File: config.mk
export PLATFORM = sky130hd
export DESIGN_NAME = spc_top
export DESIGN_NICKNAME = d
export VERILOG_FILES = /design/src/hdl/spc_pkg.sv /design/src/hdl/spc_resume_pulse.sv /design/src/hdl/spc_top.sv
export SDC_FILE = /design/constraint.sdc
export NUM_CORES = 1
export LEC_CHECK = 0
export BUFFER_PORTS_ARGS = -buffer_cell sky130_fd_sc_hd__buf_2
export CAP_MARGIN = 20
export CORE_AREA = 5 5 158 99
export DETAILED_ROUTE_END_ITERATION = 8
export DIE_AREA = 0 0 163 104
export GPL_TIMING_DRIVEN = 0
export SYNTH_ARGS = -nofsm -noshare
export SYNTH_HDL_FRONTEND = slang
export SYNTH_SLANG_ARGS = --single-unit
File: constraint.sdc
create_clock -name sys_clk -period 2.6 [get_ports sys_clk]
set_input_delay 0.52 -clock sys_clk [delete_from_list [all_inputs] [get_ports sys_clk]]
set_output_delay 0.52 -clock sys_clk [all_outputs]
set_load 0.05 [all_outputs]
File: src/hdl/spc_pkg.sv
// Package with register map, field positions and timing for suspend pin conditioning.
package spc_pkg;

	// Register indices; the byte address on the bus is four times the index.
	localparam logic [7:0] FC1_IDX   = 8'ha0;
	localparam logic [7:0] FC3_IDX   = 8'had;
	localparam logic [7:0] RC1_IDX   = 8'hd4;
	localparam logic [7:0] RC2_IDX   = 8'hd5;
	localparam logic [7:0] PMU5_IDX  = 8'h50;
	localparam logic [7:0] PMU11_IDX = 8'h79;

	// Reset values.
	localparam logic [7:0] FC1_RST   = 8'h00;
	localparam logic [7:0] FC3_RST   = 8'h00;
	localparam logic [7:0] RC1_RST   = 8'h00;
	localparam logic [7:0] RC2_RST   = 8'h00;
	localparam logic [7:0] PMU5_RST  = 8'h00;
	localparam logic [7:0] PMU11_RST = 8'h00;

	// Field positions.
	localparam int FC1_AUTO_BIT  = 6;
	localparam int FC3_ZV_BIT    = 5;
	localparam int FC3_SRST_BIT  = 3;
	localparam int RC1_ADDR_LSB  = 6;
	localparam int RC1_DATA_LSB  = 4;
	localparam int RC1_CTRL_LSB  = 2;
	localparam int RC2_DACK_LSB  = 6;
	localparam int RC2_FPE_BIT   = 5;
	localparam int PMU5_PERI_BIT = 4;
	localparam int PMU11_KB_BIT  = 0;

	// Pull-down field codes.
	localparam logic [1:0] PD_AUTO   = 2'h0;
	localparam logic [1:0] PD_ALWAYS = 2'h1;
	localparam logic [1:0] PD_NEVER  = 2'h2;

	// Suspend state codes for the decode lines.
	localparam logic [1:0] DACK_PULL_LOW = 2'h0;
	localparam logic [1:0] DACK_TRISTATE = 2'h1;

	// Timing.
	localparam int CLK_PERIOD_NS = 5;
	localparam int RESUME_RST_NS = 1000;
	localparam int RESUME_RST_CYC = (RESUME_RST_NS + CLK_PERIOD_NS - 1) / CLK_PERIOD_NS;

	// Matches a byte address against a register index.
	function automatic logic spc_hit(input logic [9:0] addr, input logic [7:0] idx);
		spc_hit = (addr == {idx, 2'h0});
	endfunction : spc_hit

endpackage : spc_pkg

File: src/hdl/spc_resume_pulse.sv
// Fixed-length pulse generator used for the processor resets on resume.
`timescale 1ns/10ps
module spc_resume_pulse #(
	parameter int CYCLES = spc_pkg::RESUME_RST_CYC
) (
	// Clock and reset.
	input  wire logic sys_clk,
	input  wire logic rst_b,
	// Trigger and pulse.
	input  wire logic fire,
	output logic      busy
);
	import spc_pkg::*;

	typedef struct packed {
		logic [15:0] count;
		logic        busy;
	} spc_pulse_t;

	spc_pulse_t s;
	spc_pulse_t next_s;

	always_comb begin
		next_s = s;
		if (fire) begin
			next_s.count = 16'(CYCLES - 1);
			next_s.busy  = 1'b1;
		end else if (s.busy) begin
			if (s.count == 16'h0000) begin
				next_s.busy = 1'b0;
			end else begin
				next_s.count = s.count - 16'h0001;
			end
		end
	end

	always_ff @(posedge sys_clk or negedge rst_b) begin
		if (!rst_b) begin
			s <= '0;
		end else begin
			s <= next_s;
		end
	end

	assign busy = s.busy;

endmodule : spc_resume_pulse

File: src/hdl/spc_top.sv
// Suspend pin conditioning: keeper pull-downs, zero-volt suspend and clock gating.
`timescale 1ns/10ps
module spc_top #(
	parameter int HIGH_W = 4,
	parameter int RST_CYCLES = spc_pkg::RESUME_RST_CYC
) (
	// Clock and reset.
	input  wire logic                 sys_clk,
	input  wire logic                 rst_b,
	// Avalon-MM register slave.
	input  wire logic [9:0]           avs_address,
	input  wire logic                 avs_read,
	input  wire logic                 avs_write,
	input  wire logic [31:0]          avs_writedata,
	input  wire logic [3:0]           avs_byteenable,
	output logic [31:0]               avs_readdata,
	output logic                      avs_waitrequest,
	// System power state.
	input  wire logic                 bus_hold,
	input  wire logic                 suspend_active,
	// Processor line keeper pull-downs.
	output logic                      addr_pulldown_en,
	output logic                      data_pulldown_en,
	output logic                      cycle_pulldown_en,
	// Floating-point error pin resistors.
	output logic                      float_error_pin_pullup_en,
	output logic                      float_error_pin_pulldown_en,
	// Decode lines toward the expansion side.
	input  wire logic [2:0]           dma_ack_decode_in,
	output logic [2:0]                dma_ack_decode_lines,
	output logic [2:0]                dma_ack_decode_lines_oe,
	output logic [2:0]                dma_ack_decode_lines_pd,
	// Processor outputs that idle high in suspend.
	input  wire logic [HIGH_W-1:0]    cpu_high_in,
	output logic [HIGH_W-1:0]         cpu_high_out,
	output logic [HIGH_W-1:0]         cpu_high_oe,
	// Processor resets.
	input  wire logic                 soft_reset_req,
	input  wire logic                 hard_reset_req,
	output logic                      soft_cpu_reset_out,
	output logic                      cpu_hard_reset_out,
	// Clocks.
	input  wire logic                 fourteen_mhz_oscillator,
	output logic                      periph_clock_out,
	output logic                      keyboard_clock_out,
	output logic                      keyboard_clock_out_two
);
	import spc_pkg::*;

	typedef struct packed {
		logic                bus_ack;
		logic [7:0]          rdata;
		logic [7:0]          fc1;
		logic [7:0]          fc3;
		logic [7:0]          rc1;
		logic [7:0]          rc2;
		logic [7:0]          pmu5;
		logic [7:0]          pmu11;
		logic                addr_pd;
		logic                data_pd;
		logic                cyc_pd;
		logic                fpe_pu;
		logic                fpe_pd;
		logic [2:0]          dack;
		logic [2:0]          dack_oe;
		logic [2:0]          dack_pd;
		logic [HIGH_W-1:0]   high;
		logic [HIGH_W-1:0]   high_oe;
		logic                susp_d;
		logic                soft_rst;
		logic                hard_rst;
		logic                periph_clk;
		logic                kb_clk;
	} spc_state_t;

	spc_state_t s;
	spc_state_t next_s;

	logic bus_req;
	logic resume_fire;
	logic rst_pulse;
	logic auto_window;

	// Pull-down decision shared by the three line groups.
	function automatic logic pd_sel(input logic [1:0] field, input logic auto_on);
		logic r;
		r = 1'b0;
		case (field)
			PD_AUTO:   r = auto_on;
			PD_ALWAYS: r = 1'b1;
			default:   r = 1'b0;
		endcase
		return r;
	endfunction : pd_sel

	// Register read mux; unmapped addresses read as zero.
	function automatic logic [7:0] rd_mux(input logic [9:0] a, input spc_state_t st);
		logic [7:0] v;
		v = 8'h00;
		if (spc_hit(a, FC1_IDX)) begin
			v = st.fc1;
		end else if (spc_hit(a, FC3_IDX)) begin
			v = st.fc3;
		end else if (spc_hit(a, RC1_IDX)) begin
			v = st.rc1;
		end else if (spc_hit(a, RC2_IDX)) begin
			v = st.rc2;
		end else if (spc_hit(a, PMU5_IDX)) begin
			v = st.pmu5;
		end else if (spc_hit(a, PMU11_IDX)) begin
			v = st.pmu11;
		end
		return v;
	endfunction : rd_mux

	assign bus_req     = avs_read | avs_write;
	assign resume_fire = s.susp_d & ~suspend_active;
	assign auto_window = s.fc1[FC1_AUTO_BIT] & (bus_hold | suspend_active);

	// One wait cycle per access keeps the read mux off the combinational bus path.
	assign avs_waitrequest = bus_req & ~s.bus_ack;

	spc_resume_pulse #(
		.CYCLES (RST_CYCLES)
	) u_pulse (
		.sys_clk (sys_clk),
		.rst_b   (rst_b),
		.fire    (resume_fire),
		.busy    (rst_pulse)
	);

	always_comb begin
		next_s = s;
		// Bus slave.
		next_s.bus_ack = bus_req & ~s.bus_ack;
		if (bus_req && !s.bus_ack) begin
			next_s.rdata = rd_mux(avs_address, s);
		end
		if (avs_write && s.bus_ack && avs_byteenable[0]) begin
			if (spc_hit(avs_address, FC1_IDX)) begin
				next_s.fc1 = avs_writedata[7:0];
			end else if (spc_hit(avs_address, FC3_IDX)) begin
				next_s.fc3 = avs_writedata[7:0];
			end else if (spc_hit(avs_address, RC1_IDX)) begin
				next_s.rc1 = avs_writedata[7:0];
			end else if (spc_hit(avs_address, RC2_IDX)) begin
				next_s.rc2 = avs_writedata[7:0];
			end else if (spc_hit(avs_address, PMU5_IDX)) begin
				next_s.pmu5 = avs_writedata[7:0];
			end else if (spc_hit(avs_address, PMU11_IDX)) begin
				next_s.pmu11 = avs_writedata[7:0];
			end
		end

		// Keeper pull-downs; the cycle-type lines idle low, which reads as inactive.
		next_s.addr_pd = pd_sel(s.rc1[RC1_ADDR_LSB+:2], auto_window);
		next_s.data_pd = pd_sel(s.rc1[RC1_DATA_LSB+:2], auto_window);
		next_s.cyc_pd  = pd_sel(s.rc1[RC1_CTRL_LSB+:2], auto_window);

		// Float error pin: in auto mode pull-up while running, pull-down in suspend; else pull-up unless the RC2 bit is set.
		if (s.fc1[FC1_AUTO_BIT]) begin
			next_s.fpe_pu = ~suspend_active;
			next_s.fpe_pd = suspend_active;
		end else begin
			next_s.fpe_pu = ~s.rc2[RC2_FPE_BIT];
			next_s.fpe_pd = 1'b0;
		end

		// Decode lines: pass through when running, parked per field in suspend.
		next_s.dack    = dma_ack_decode_in;
		next_s.dack_oe = 3'h7;
		next_s.dack_pd = 3'h0;
		if (suspend_active) begin
			next_s.dack = 3'h0;
			if (s.rc2[RC2_DACK_LSB+:2] == DACK_TRISTATE) begin
				next_s.dack_oe = 3'h0;
			end else begin
				// Reserved codes fall back to the pull-low setting.
				next_s.dack_oe = 3'h6;
				next_s.dack_pd = 3'h1;
			end
		end

		// Normally-high processor outputs; a powered-off processor must not be back-fed.
		next_s.high    = cpu_high_in;
		next_s.high_oe = {HIGH_W{1'b1}};
		if (suspend_active && s.fc3[FC3_ZV_BIT]) begin
			next_s.high_oe = {HIGH_W{1'b0}};
		end

		// Processor resets on resume.
		next_s.susp_d   = suspend_active;
		next_s.soft_rst = soft_reset_req | (s.fc3[FC3_SRST_BIT] & rst_pulse);
		next_s.hard_rst = hard_reset_req | (s.fc3[FC3_ZV_BIT] & rst_pulse);

		// Clock gating works on the oscillator level alone, so it is blind to the 1X/2X ratio.
		next_s.periph_clk = fourteen_mhz_oscillator & s.pmu5[PMU5_PERI_BIT];
		next_s.kb_clk  = fourteen_mhz_oscillator & ~s.pmu11[PMU11_KB_BIT];
	end

	always_ff @(posedge sys_clk or negedge rst_b) begin
		if (!rst_b) begin
			s       <= '0;
			s.fc1   <= FC1_RST;
			s.fc3   <= FC3_RST;
			s.rc1   <= RC1_RST;
			s.rc2   <= RC2_RST;
			s.pmu5  <= PMU5_RST;
			s.pmu11 <= PMU11_RST;
		end else begin
			s <= next_s;
		end
	end

	assign avs_readdata                = {24'h000000, s.rdata};
	assign addr_pulldown_en            = s.addr_pd;
	assign data_pulldown_en            = s.data_pd;
	assign cycle_pulldown_en           = s.cyc_pd;
	assign float_error_pin_pullup_en   = s.fpe_pu;
	assign float_error_pin_pulldown_en = s.fpe_pd;
	assign dma_ack_decode_lines        = s.dack;
	assign dma_ack_decode_lines_oe     = s.dack_oe;
	assign dma_ack_decode_lines_pd     = s.dack_pd;
	assign cpu_high_out                = s.high;
	assign cpu_high_oe                 = s.high_oe;
	assign soft_cpu_reset_out          = s.soft_rst;
	assign cpu_hard_reset_out          = s.hard_rst;
	assign periph_clock_out            = s.periph_clk;
	assign keyboard_clock_out          = s.kb_clk;
	assign keyboard_clock_out_two      = s.kb_clk;
endmodule : spc_top

==> flow_summary.json, run 1 <==
{
  "status": "finished clean",
  "grt_pass1_vias": 3718,
  "drv_slew": 0,
  "fill_cells": 1377,
  "vdd_drop_max_uv": 315,
  "synth-edff-count": 0,
  "track_usage_pct": 14.8,
  "cts.sinks": 95,
  "syn_inst": 417,
  "drt_first_pass_iters": 5,
  "rsz0062_at_grt": "no",
  "num_io_pins": 122,
  "cts.path.max_buffers": 2,
  "clk-insertion-delay-late_ns": 0.34,
  "antenna_found_initial": 0,
  "cp-start-kind": "input pin",
  "dp_cells": 709,
  "antennaDiodeCount": 0,
  "met3_usage_pct": 4.55,
  "finalCriticalPeriod_ns": 2.36,
  "layoutNonFillerInstCount": 724,
  "totalWireLength_mm": 12.2,
  "numCtsBuffers": 9,
  "final.setup_skew_ns": 0.00814,
  "drc_errors": 0,
  "cap_violations": 0,
  "grt_max_degree": 58,
  "cts_tree": "built",
  "routabilityCongestion": 0.810,
  "power.static_leakage_nw": 2.87,
  "core_area_sq_um": 14100,
  "hold_violations": 0,
  "synth_seq_cells": 95,
  "synth-async-reset-ratio_pct": 100,
  "cp_max_fo": 10,
  "grt_overflow": 0,
  "slew_headroom_pct": 34.5,
  "clk_pin_slew_ns": 0.06,
  "final_net_count": 584,
  "regArea_sq_um": 2380,
  "synth_cell_types": 56,
  "htree_levels": 3,
  "fmax_ghz": 0.423,
  "grt_pass1_wl_mm": 19.8,
  "crit_type": "in -> reg",
  "cp.required_ns": 2.82,
  "wl_per_cell_um": 16.8,
  "multiInputGateArea_sq_um": 2070,
  "timing.hold.ws_ns": 0.159,
  "die_w_um": 163,
  "start_util_pct": 34.2,
  "grt_util_met1_pct": 21.0,
  "dr_total_vias": 3584,
  "worst-slew-pin-transition_ns": 0.975,
  "ys_warn_count": 0,
  "syn_avg_cell_area_sq_um": 11.6,
  "p_per_area_nw_per_um2": 636,
  "syn_area_sq_um": 4830,
  "rows": 34,
  "syn_to_final_growth_pct": 21.6,
  "drive_above_1_share_pct": 43.3,
  "die_h_um": 104,
  "met2_usage_pct": 21.7,
  "arrival_ns": 2.58,
  "synth_flop_cell": "dfrtp_1",
  "post-route-util_pct": 41.6,
  "ctsRootBufferMaster": "clkbuf_16",
  "ys_seq_area_share_pct": 49.2,
  "ant_nets": 0,
  "die_area_sq_um": 17000,
  "vias_per_cell": 4.95,
  "setup_viol": 0,
  "cp-end-kind": "register",
  "finalSetupTns_ns": 0,
  "place_hpwl_mm": 8.71,
  "hold_buffers": 0,
  "top_usage_layer": "met2",
  "p_total_mw": 3.73,
  "min_path_type": "in -> async",
  "dr.first_iter.drc_count": 254,
  "port_buffers": 68,
  "period_share_pct": 90.9
}
[layout make-up]
type | count | area share [%]
buffer | 65 | 7.57
clock buffer | 11 | 4.31
clock inverter | 5 | 1.34
inverter | 7 | 0.448
multi-input combinational | 274 | 35.3
sequential | 95 | 40.5
tap | 198 | 4.22
timing repair buffer | 69 | 6.31
[synth_stat cells (4+ instances only)]
library cell | number | share of area, %
a221oi_1 | 7 | 1.3
inv_1 | 7 | 0.54
o21ai_0 | 4 | 0.41
nand3_1 | 4 | 0.41
and3_1 | 13 | 1.7
buf_2 | 6 | 0.62
nor2_1 | 25 | 1.9
mux2_2 | 49 | 11
buf_4 | 51 | 7.9
dfrtp_1 | 95 | 49
a21oi_1 | 9 | 0.93
o41ai_1 | 7 | 1.3
nand2_1 | 23 | 1.8
mux2i_1 | 17 | 3.5
or2_2 | 10 | 1.3
nand4_1 | 14 | 1.8
a31o_2 | 6 | 1.1
clkbuf_1 | 9 | 0.70
nor2b_1 | 8 | 1.0
[worst paths after layout]
kind                       cells past startpoint            endpoint  slack [ns]      startpoint
setup / recovery                               6               s[44]        0.24  avs_address[7]
hold / removal                                 1     cpu_high_out[0]        0.16           rst_b
setup reg to reg                               6        u_pulse.s[2]        0.38    u_pulse.s[1]
hold reg to reg                                1  keyboard_clock_out        0.44           s[27]
max in group asynchronous                      2               s[28]        1.77           rst_b
min in group sys_clk                           1     cpu_high_out[2]        0.29  cpu_high_in[2]
[stage by stage]
stage,area [sq um],worst slack [ns]
2_1_floorplan,4920,0.536
5_1_grt,5870,0.182
3_5_place_dp,5540,-0.00444
4_1_cts,5870,0.0218
3_3_place_gp,5510,-0.0148
6_report,5870,0.235
[kinds of logic (layout without fill, tap and decap cells)]
kind of cell	Yosys count	after routing	share of synthesized area, %
AOI/OAI and AO/OA	49	49	8.32
xor gates and xnor gates	1	1	0.181
adders and majority gates	1	1	0.259
buffers and inverters	73	157	9.79
DFF	95	95	49.2
muxes	67	67	15.3
other	1	26	0.0776
and+or+nand+nor	130	130	16.9
[report_power, final]
group | internal (mW) | switching, mW
logic | 0.225 | 0.418
clock network | 0.896 | 0.562
registers | 1.55 | 0.0793
total | 2.67 | 1.06
[worst max-delay path, stage by stage]
cell and delay, ns:
buf_2 0.12, nand3b_1 0.20, nor3_2 0.68, nor4bb_1 0.34, buf_2 0.35, mux2_2 0.37
[flip-flops by register name, indices dropped and copies added, names as in the netlist]
name and flops:
dma_ack_decode_lines_oe 2, float_error_pin_pullup_en 1, u_pulse.busy 1, float_error_pin_pulldown_en 1
soft_cpu_reset_out 1, keyboard_clock_out 1, avs_readdata 8, cpu_hard_reset_out 1
cycle_pulldown_en 1, dma_ack_decode_lines 3, addr_pulldown_en 1, s 50
cpu_high_oe 1, u_pulse.s 16, periph_clock_out 1, dma_ack_decode_lines_pd 1
cpu_high_out 4, data_pulldown_en 1
[cell usage in the layout (no fill, tap or decap), types with 4 or more instances in the layout]
cell / instances
a221oi_1: 7
and3_1: 13
mux2i_1: 17
a31o_2: 6
or2_2: 10
nor2_1: 25
buf_2: 73
dfrtp_1: 95
nand4_1: 14
a21oi_1: 9
nor2b_1: 8
o41ai_1: 7
inv_1: 7
mux2_2: 49
o21ai_0: 4
clkbuf_16: 9
conb_1: 26
nand2_1: 23
nand3_1: 4
buf_4: 52
clkbuf_1: 7
[what timing repair did]
| item | 4_1_cts | 5_1_grt |
|---|---|---|
| endpoints found under the hold margin | 0 | 0 |
| gates resized for setup | 1 | 0 |
| buffers inserted | 0 | 0 |
| endpoints found under the setup margin | 1 | 1 |
[metal layers]
layer	up-vias	wire [um]
li1	1649	-
met1	1760	5470
met3	17	1230
met5	-	0
met2	158	5320
met4	0	175
(Power assumes the default switching activity.)
==> inputs of run 2 (changes only) <==
--- a/config.mk
+++ b/config.mk
@@ -7,10 +7,11 @@
 export LEC_CHECK = 0
 export BUFFER_PORTS_ARGS = -buffer_cell sky130_fd_sc_hd__buf_2
 export CAP_MARGIN = 20
-export CORE_AREA = 5 5 158 99
+export CORE_AREA = 5 5 124 126
 export DETAILED_ROUTE_END_ITERATION = 8
-export DIE_AREA = 0 0 163 104
+export DIE_AREA = 0 0 129 131
 export GPL_TIMING_DRIVEN = 0
+export PLACE_DENSITY = 0.54
 export SYNTH_ARGS = -nofsm -noshare
 export SYNTH_HDL_FRONTEND = slang
 export SYNTH_SLANG_ARGS = --single-unit
==> run 2 against run 1 <==
Compared with the run above: worst hold slack gained 0.0059 ns; die area shrank 0.31%; sequential share of layout area grew 0.22 points; power shrank 1.4%; largest power group unchanged; clock power shrank 3%; first-iteration DRC count grew 2.0%; register-to-register slack gained 0.03 ns; critical endpoint is now avs_waitrequest; sequential cell count is the same; clock-buffer cell count grew 1; via count shrank 1.9%; utilization shrank 0.45 points; worst setup slack gained 0.037 ns; largest cell class unchanged.
==> flow_summary.json, run 2 (same netlist as run 1, synthesis figures left out) <==
{
  "status": "finished clean",
  "totalWireLength_mm": 11.9,
  "cp-end-kind": "primary output",
  "drive_above_1_share_pct": 43.3,
  "slew_headroom_pct": 40.8,
  "dr_total_vias": 3516,
  "cts.sinks": 95,
  "die_area_sq_um": 16900,
  "arrival_ns": 1.81,
  "post_cts_buffers": 0,
  "numCtsBuffers": 9,
  "grt_max_degree": 54,
  "routabilityCongestion": 0.784,
  "grt_overflow": 0,
  "die_h_um": 131,
  "final_net_count": 584,
  "largest_register": "s",
  "cpMaxStageDelayCell": "o21ba_2",
  "cp.required_ns": 2.08,
  "min_path_type": "in -> async",
  "rows": 44,
  "cp_max_fo": 11,
  "worst-slew-pin-transition_ns": 0.881,
  "layoutNonFillerInstCount": 710,
  "cts-resized-gates": 1,
  "grt_pass1_wl_mm": 18.3,
  "wl_per_cell_um": 16.7,
  "htree_levels": 3,
  "grt_pass1_vias": 3433,
  "hold_buffers": 0,
  "final.setup_skew_ns": 0.00606,
  "timing.hold.ws_ns": 0.165,
  "layout_commonest_cell": "dfrtp_1",
  "place_hpwl_mm": 8.33,
  "vdd_drop_max_uv": 314,
  "max_stage_delay_ns": 0.42,
  "dr.first_iter.drc_count": 259,
  "final_cell_mix": "dfrtp_1 (95), buf_2 (73), buf_4 (52)",
  "vias_per_cell": 4.95,
  "finalCriticalPeriod_ns": 2.33,
  "cts_tree": "built",
  "track_usage_pct": 14.2,
  "hold_violations": 0,
  "largest_register_ffs": 50,
  "core_area_sq_um": 14200,
  "antennaDiodeCount": 0,
  "period_share_pct": 89.5,
  "rsz0062_at_grt": "no",
  "num_io_pins": 122,
  "drc_errors": 0,
  "drt_first_pass_iters": 4,
  "cts.path.max_buffers": 2,
  "crit_type": "reg -> out",
  "setup_viol": 0,
  "cp-start-kind": "register",
  "fin_ws_ns": 0.272,
  "start_util_pct": 34.0,
  "port_buffers": 68,
  "antenna_found_initial": 0,
  "drv_slew": 0,
  "post-route-util_pct": 41.1,
  "dp_slack_ns": -0.0691,
  "ctsRootBufferMaster": "clkbuf_16",
  "dp_cells": 695,
  "cp_cell_sequence": "o21ba_2 -> clkbuf_2 -> buf_2",
  "fmax_ghz": 0.430,
  "ant_nets": 0,
  "clk_pin_slew_ns": 0.07,
  "clk-insertion-delay-late_ns": 0.35,
  "power.static_leakage_nw": 2.86,
  "cap_violations": 0,
  "syn_to_final_growth_pct": 20.9,
  "die_w_um": 129,
  "p_per_area_nw_per_um2": 631
}
-- run 2: area by class of cell --
| cell class | count | area, sq um |
|---|---|---|
| repair buffers | 69 | 370 |
| inverters | 7 | 26.3 |
| multi-input cells | 274 | 2070 |
| clock inverters | 4 | 51.3 |
| clock buffers | 12 | 267 |
| well taps | 184 | 230 |
| plain buffers | 65 | 444 |
| flip-flops and latches | 95 | 2380 |
| fillers | 1400 | 8360 |
-- run 2: metrics by stage --
step	setup TNS, ns	cell area, sq um	power [mW]
after floorplan	0	4920	2.12
after global placement	-0.0480	5490	2.28
after detailed placement	-0.506	5520	2.30
after CTS	0	5840	3.73
after global routing	0	5840	3.84
final	0	5840	3.68
-- run 2: per-layer routing --
layer	global-route usage (%)	part of all wire [%]	vias to the layer above
met1	17.7	42	1753
met5	0	0	-
met3	2.80	5.5	20
met2	23.8	50	104
met4	6.49	2.4	0
li1	-	-	1639
-- run 2: where the power goes --
group,switching (mW),leakage (nW),internal (mW)
sequential,0.0737,1.25,1.55
combinational,0.422,1.46,0.225
clock,0.581,0.155,0.827
-- run 2: worst paths after layout --
path                                     start                to  slack, ns  depth (start not counted)
worst max-delay path                     s[83]   avs_waitrequest       0.27                          3
worst min-delay path                     rst_b   cpu_high_out[2]       0.17                          1
worst max register to register    u_pulse.s[1]      u_pulse.s[2]       0.41                          6
worst min register to register           s[56]  data_pulldown_en       0.45                          1
max in group asynchronous                rst_b   avs_readdata[1]       1.76                          2
min in group sys_clk            cpu_high_in[2]   cpu_high_out[2]       0.27                          1
-- run 2: critical path, delay by kind of cell (launching register included) --
kind	cells	cell delay, ns
AO/OA/AOI/OAI	1	0.42
buffers and inverters	2	0.66
flip-flops	1	0.37
==> inputs of run 3 (changes only) <==
--- a/config.mk
+++ b/config.mk
@@ -5,11 +5,12 @@
 export SDC_FILE = /design/constraint.sdc
 export NUM_CORES = 1
 export LEC_CHECK = 0
+export ABC_AREA = 1
 export BUFFER_PORTS_ARGS = -buffer_cell sky130_fd_sc_hd__buf_2
 export CAP_MARGIN = 20
-export CORE_AREA = 5 5 124 126
+export CORE_AREA = 5 5 112 140
 export DETAILED_ROUTE_END_ITERATION = 8
-export DIE_AREA = 0 0 129 131
+export DIE_AREA = 0 0 117 145
 export GPL_TIMING_DRIVEN = 0
 export PLACE_DENSITY = 0.54
 export SYNTH_ARGS = -nofsm -noshare
==> run 3 against run 2 <==
Compared with the run above: combinational power decreased by 9.3%; first-iteration DRC count decreased by 44%; sequential power about the same; critical endpoint unchanged; highest routed layer unchanged.
==> flow_summary.json, run 3 <==
{
  "dr.first_iter.drc_count": 146,
  "grt_pass1_wl_mm": 19.6,
  "die_area_sq_um": 17000,
  "status": "finished clean",
  "fin_area_sq_um": 5810,
  "largest_register_ffs": 50,
  "die_h_um": 145,
  "numCtsBuffers": 9,
  "worst-slew-pin-transition_ns": 0.779,
  "num_io_pins": 122,
  "syn_to_final_growth_pct": 20.0,
  "syn_area_sq_um": 4840,
  "drive_above_1_share_pct": 27.0,
  "p_total_mw": 3.45,
  "start_util_pct": 34.0,
  "seqPwrFrac_pct": 46.4,
  "grt_max_degree": 55,
  "setup_viol": 0,
  "fmax_ghz": 0.406,
  "dr_total_vias": 3857,
  "finalSetupTns_ns": 0,
  "final_net_count": 736,
  "grt_pass1_vias": 3890,
  "drt_first_pass_iters": 4,
  "p_int_mw": 2.42,
  "final.setup_skew_ns": 0.00709,
  "synth_cell_types": 35,
  "cp_max_fo": 11,
  "synth_area_leaders": "dfrtp_1 (49%), nand2_1 (9.9%), buf_4 (7.8%)",
  "largest_register": "s",
  "core_area_sq_um": 14200,
  "arrival_ns": 1.94,
  "hold_buffers": 0,
  "clk_pin_slew_ns": 0.07,
  "power.static_leakage_nw": 3.05,
  "synth_flop_cell": "dfrtp_1",
  "period_share_pct": 94.7,
  "ys_seq_area_share_pct": 49.1,
  "totalWireLength_mm": 11.9,
  "cts.sinks": 95,
  "placed_area_sq_um": 5530,
  "hold_violations": 0,
  "wl_per_cell_um": 13.9,
  "syn_inst": 568,
  "r2r_start": "u_pulse.s[1]",
  "vias_per_cell": 4.51,
  "antenna_found_initial": 0,
  "r2r_cells": 10,
  "cts-resized-gates": 0,
  "cts_tree": "built",
  "yosys.area.top_type_share_pct": 49.1,
  "crit_type": "reg -> out",
  "synth_most_common_cell": "nand2_1",
  "p_per_area_nw_per_um2": 593,
  "finalCriticalPeriod_ns": 2.46,
  "routabilityCongestion": 0.864,
  "cp-start-kind": "register",
  "layout_commonest_cell": "nand2_1",
  "cp-end-kind": "primary output",
  "ant_nets": 0,
  "synthTopCellsByCount": "nand2_1 (128), dfrtp_1 (95), inv_1 (63), nor2_1 (51), buf_4 (50)",
  "yosysTopAreaCell": "dfrtp_1",
  "rsz0062_at_grt": "no",
  "swShare_pct": 29.9,
  "dp_slack_ns": 0.148,
  "clk-insertion-delay-late_ns": 0.34,
  "fill_cells": 1464,
  "synth-edff-count": 0,
  "clkPwrFrac_pct": 36.6,
  "final_cell_mix": "nand2_1 (128), dfrtp_1 (95), buf_2 (74)",
  "synth-async-reset-ratio_pct": 100,
  "fin_ws_ns": 0.137,
  "vdd_drop_max_uv": 354,
  "synth_seq_cells": 95,
  "syn_avg_cell_area_sq_um": 8.52,
  "ctsRootBufferMaster": "clkbuf_16",
  "startpoint": "s[83]",
  "track_usage_pct": 14.6,
  "ys_warn_count": 0,
  "die_w_um": 117,
  "cap_violations": 0,
  "htree_levels": 3,
  "min_path_type": "in -> async",
  "slew_headroom_pct": 47.6,
  "power_frac_comb_pct": 17.0,
  "cp.required_ns": 2.08,
  "cts.path.max_buffers": 2,
  "grt_overflow": 0,
  "port_buffers": 68,
  "drv_slew": 0,
  "post_cts_buffers": 0,
  "drc_errors": 0,
  "rows": 49,
  "place_hpwl_mm": 8.97,
  "switching_power_mw": 1.03,
  "antennaDiodeCount": 0
}
## run 3: cell count changes after synthesis, moves of 13 or more
cell,before,now
and3_1,13,0
inv_1,7,63
mux2_2,49,0
mux2i_1,17,0
nand2_1,23,128
nand3_1,4,25
nor2_1,25,51
o21ai_0,4,46
## run 3: critical path, cell delays in order (launching register included)
cell and delay [ns]:
dfrtp_1 0.36, inv_1 0.15, o21ai_0 0.32, inv_1 0.20
buf_2 0.26, buf_2 0.31
## run 3: cell families after synthesis
family,Yosys count,share of synthesized area (%)
adder cells (fa/ha/maj),1,0.258
AND/OR/NAND/NOR,257,26.1
buffers and inverters,129,14.7
AO/OA/AOI/OAI,84,9.59
flip-flops,95,49.1
other,1,0.0775
XOR/XNOR,1,0.181
## run 3: area by class of cell
| cell class | count | area, sq um | area share (%) |
|---|---|---|---|
| plain buffers | 61 | 455 | 7.84 |
| well taps | 178 | 223 | 3.83 |
| repair buffers | 69 | 370 | 6.38 |
| multi-input cells | 369 | 1840 | 31.8 |
| clock buffers | 11 | 243 | 4.18 |
| clock inverters | 5 | 38.8 | 0.668 |
| inverters | 68 | 256 | 4.42 |
| flip-flops and latches | 95 | 2380 | 40.9 |
## run 3: power groups by stage
| stage | clock network, mW | logic (mW) | registers, mW |
|---|---|---|---|
| 3_5_place_dp | 0 | 0.593 | 1.63 |
| 2_1_floorplan | 0 | 0.433 | 1.63 |
| 3_3_place_gp | 0 | 0.572 | 1.63 |
| 5_1_grt | 1.36 | 0.657 | 1.61 |
| 4_1_cts | 1.30 | 0.595 | 1.60 |
| 6_report | 1.26 | 0.587 | 1.60 |
## run 3: layer usage
layer | vias up | GRT usage [%] | routed length, um
li1 | 1954 | - | -
met1 | 1778 | 18.5 | 5160
met2 | 109 | 24.3 | 5770
met3 | 16 | 3.71 | 718
met4 | 0 | 4.36 | 235
met5 | - | 0 | 0
## run 3: worst paths after layout
| path | endpoint | slack [ns] |
|---|---|---|
| max | avs_waitrequest | 0.14 |
| min | u_pulse.s[1] | 0.18 |
| max reg2reg | u_pulse.s[10] | 0.85 |
| min reg2reg | keyboard_clock_out | 0.46 |
| max in group asynchronous | s[32] | 1.75 |
| min in group sys_clk | cpu_high_out[3] | 0.28 |
## run 3: stage by stage
step                utilization (%)  std cells  hold slack (ns)
floorplan                         -        593            0.224
global placement               38.6        839            0.451
detailed placement             38.9        840            0.456
CTS                            40.8        856            0.202
global route                   40.8        856            0.215
finish                         40.8        856            0.179
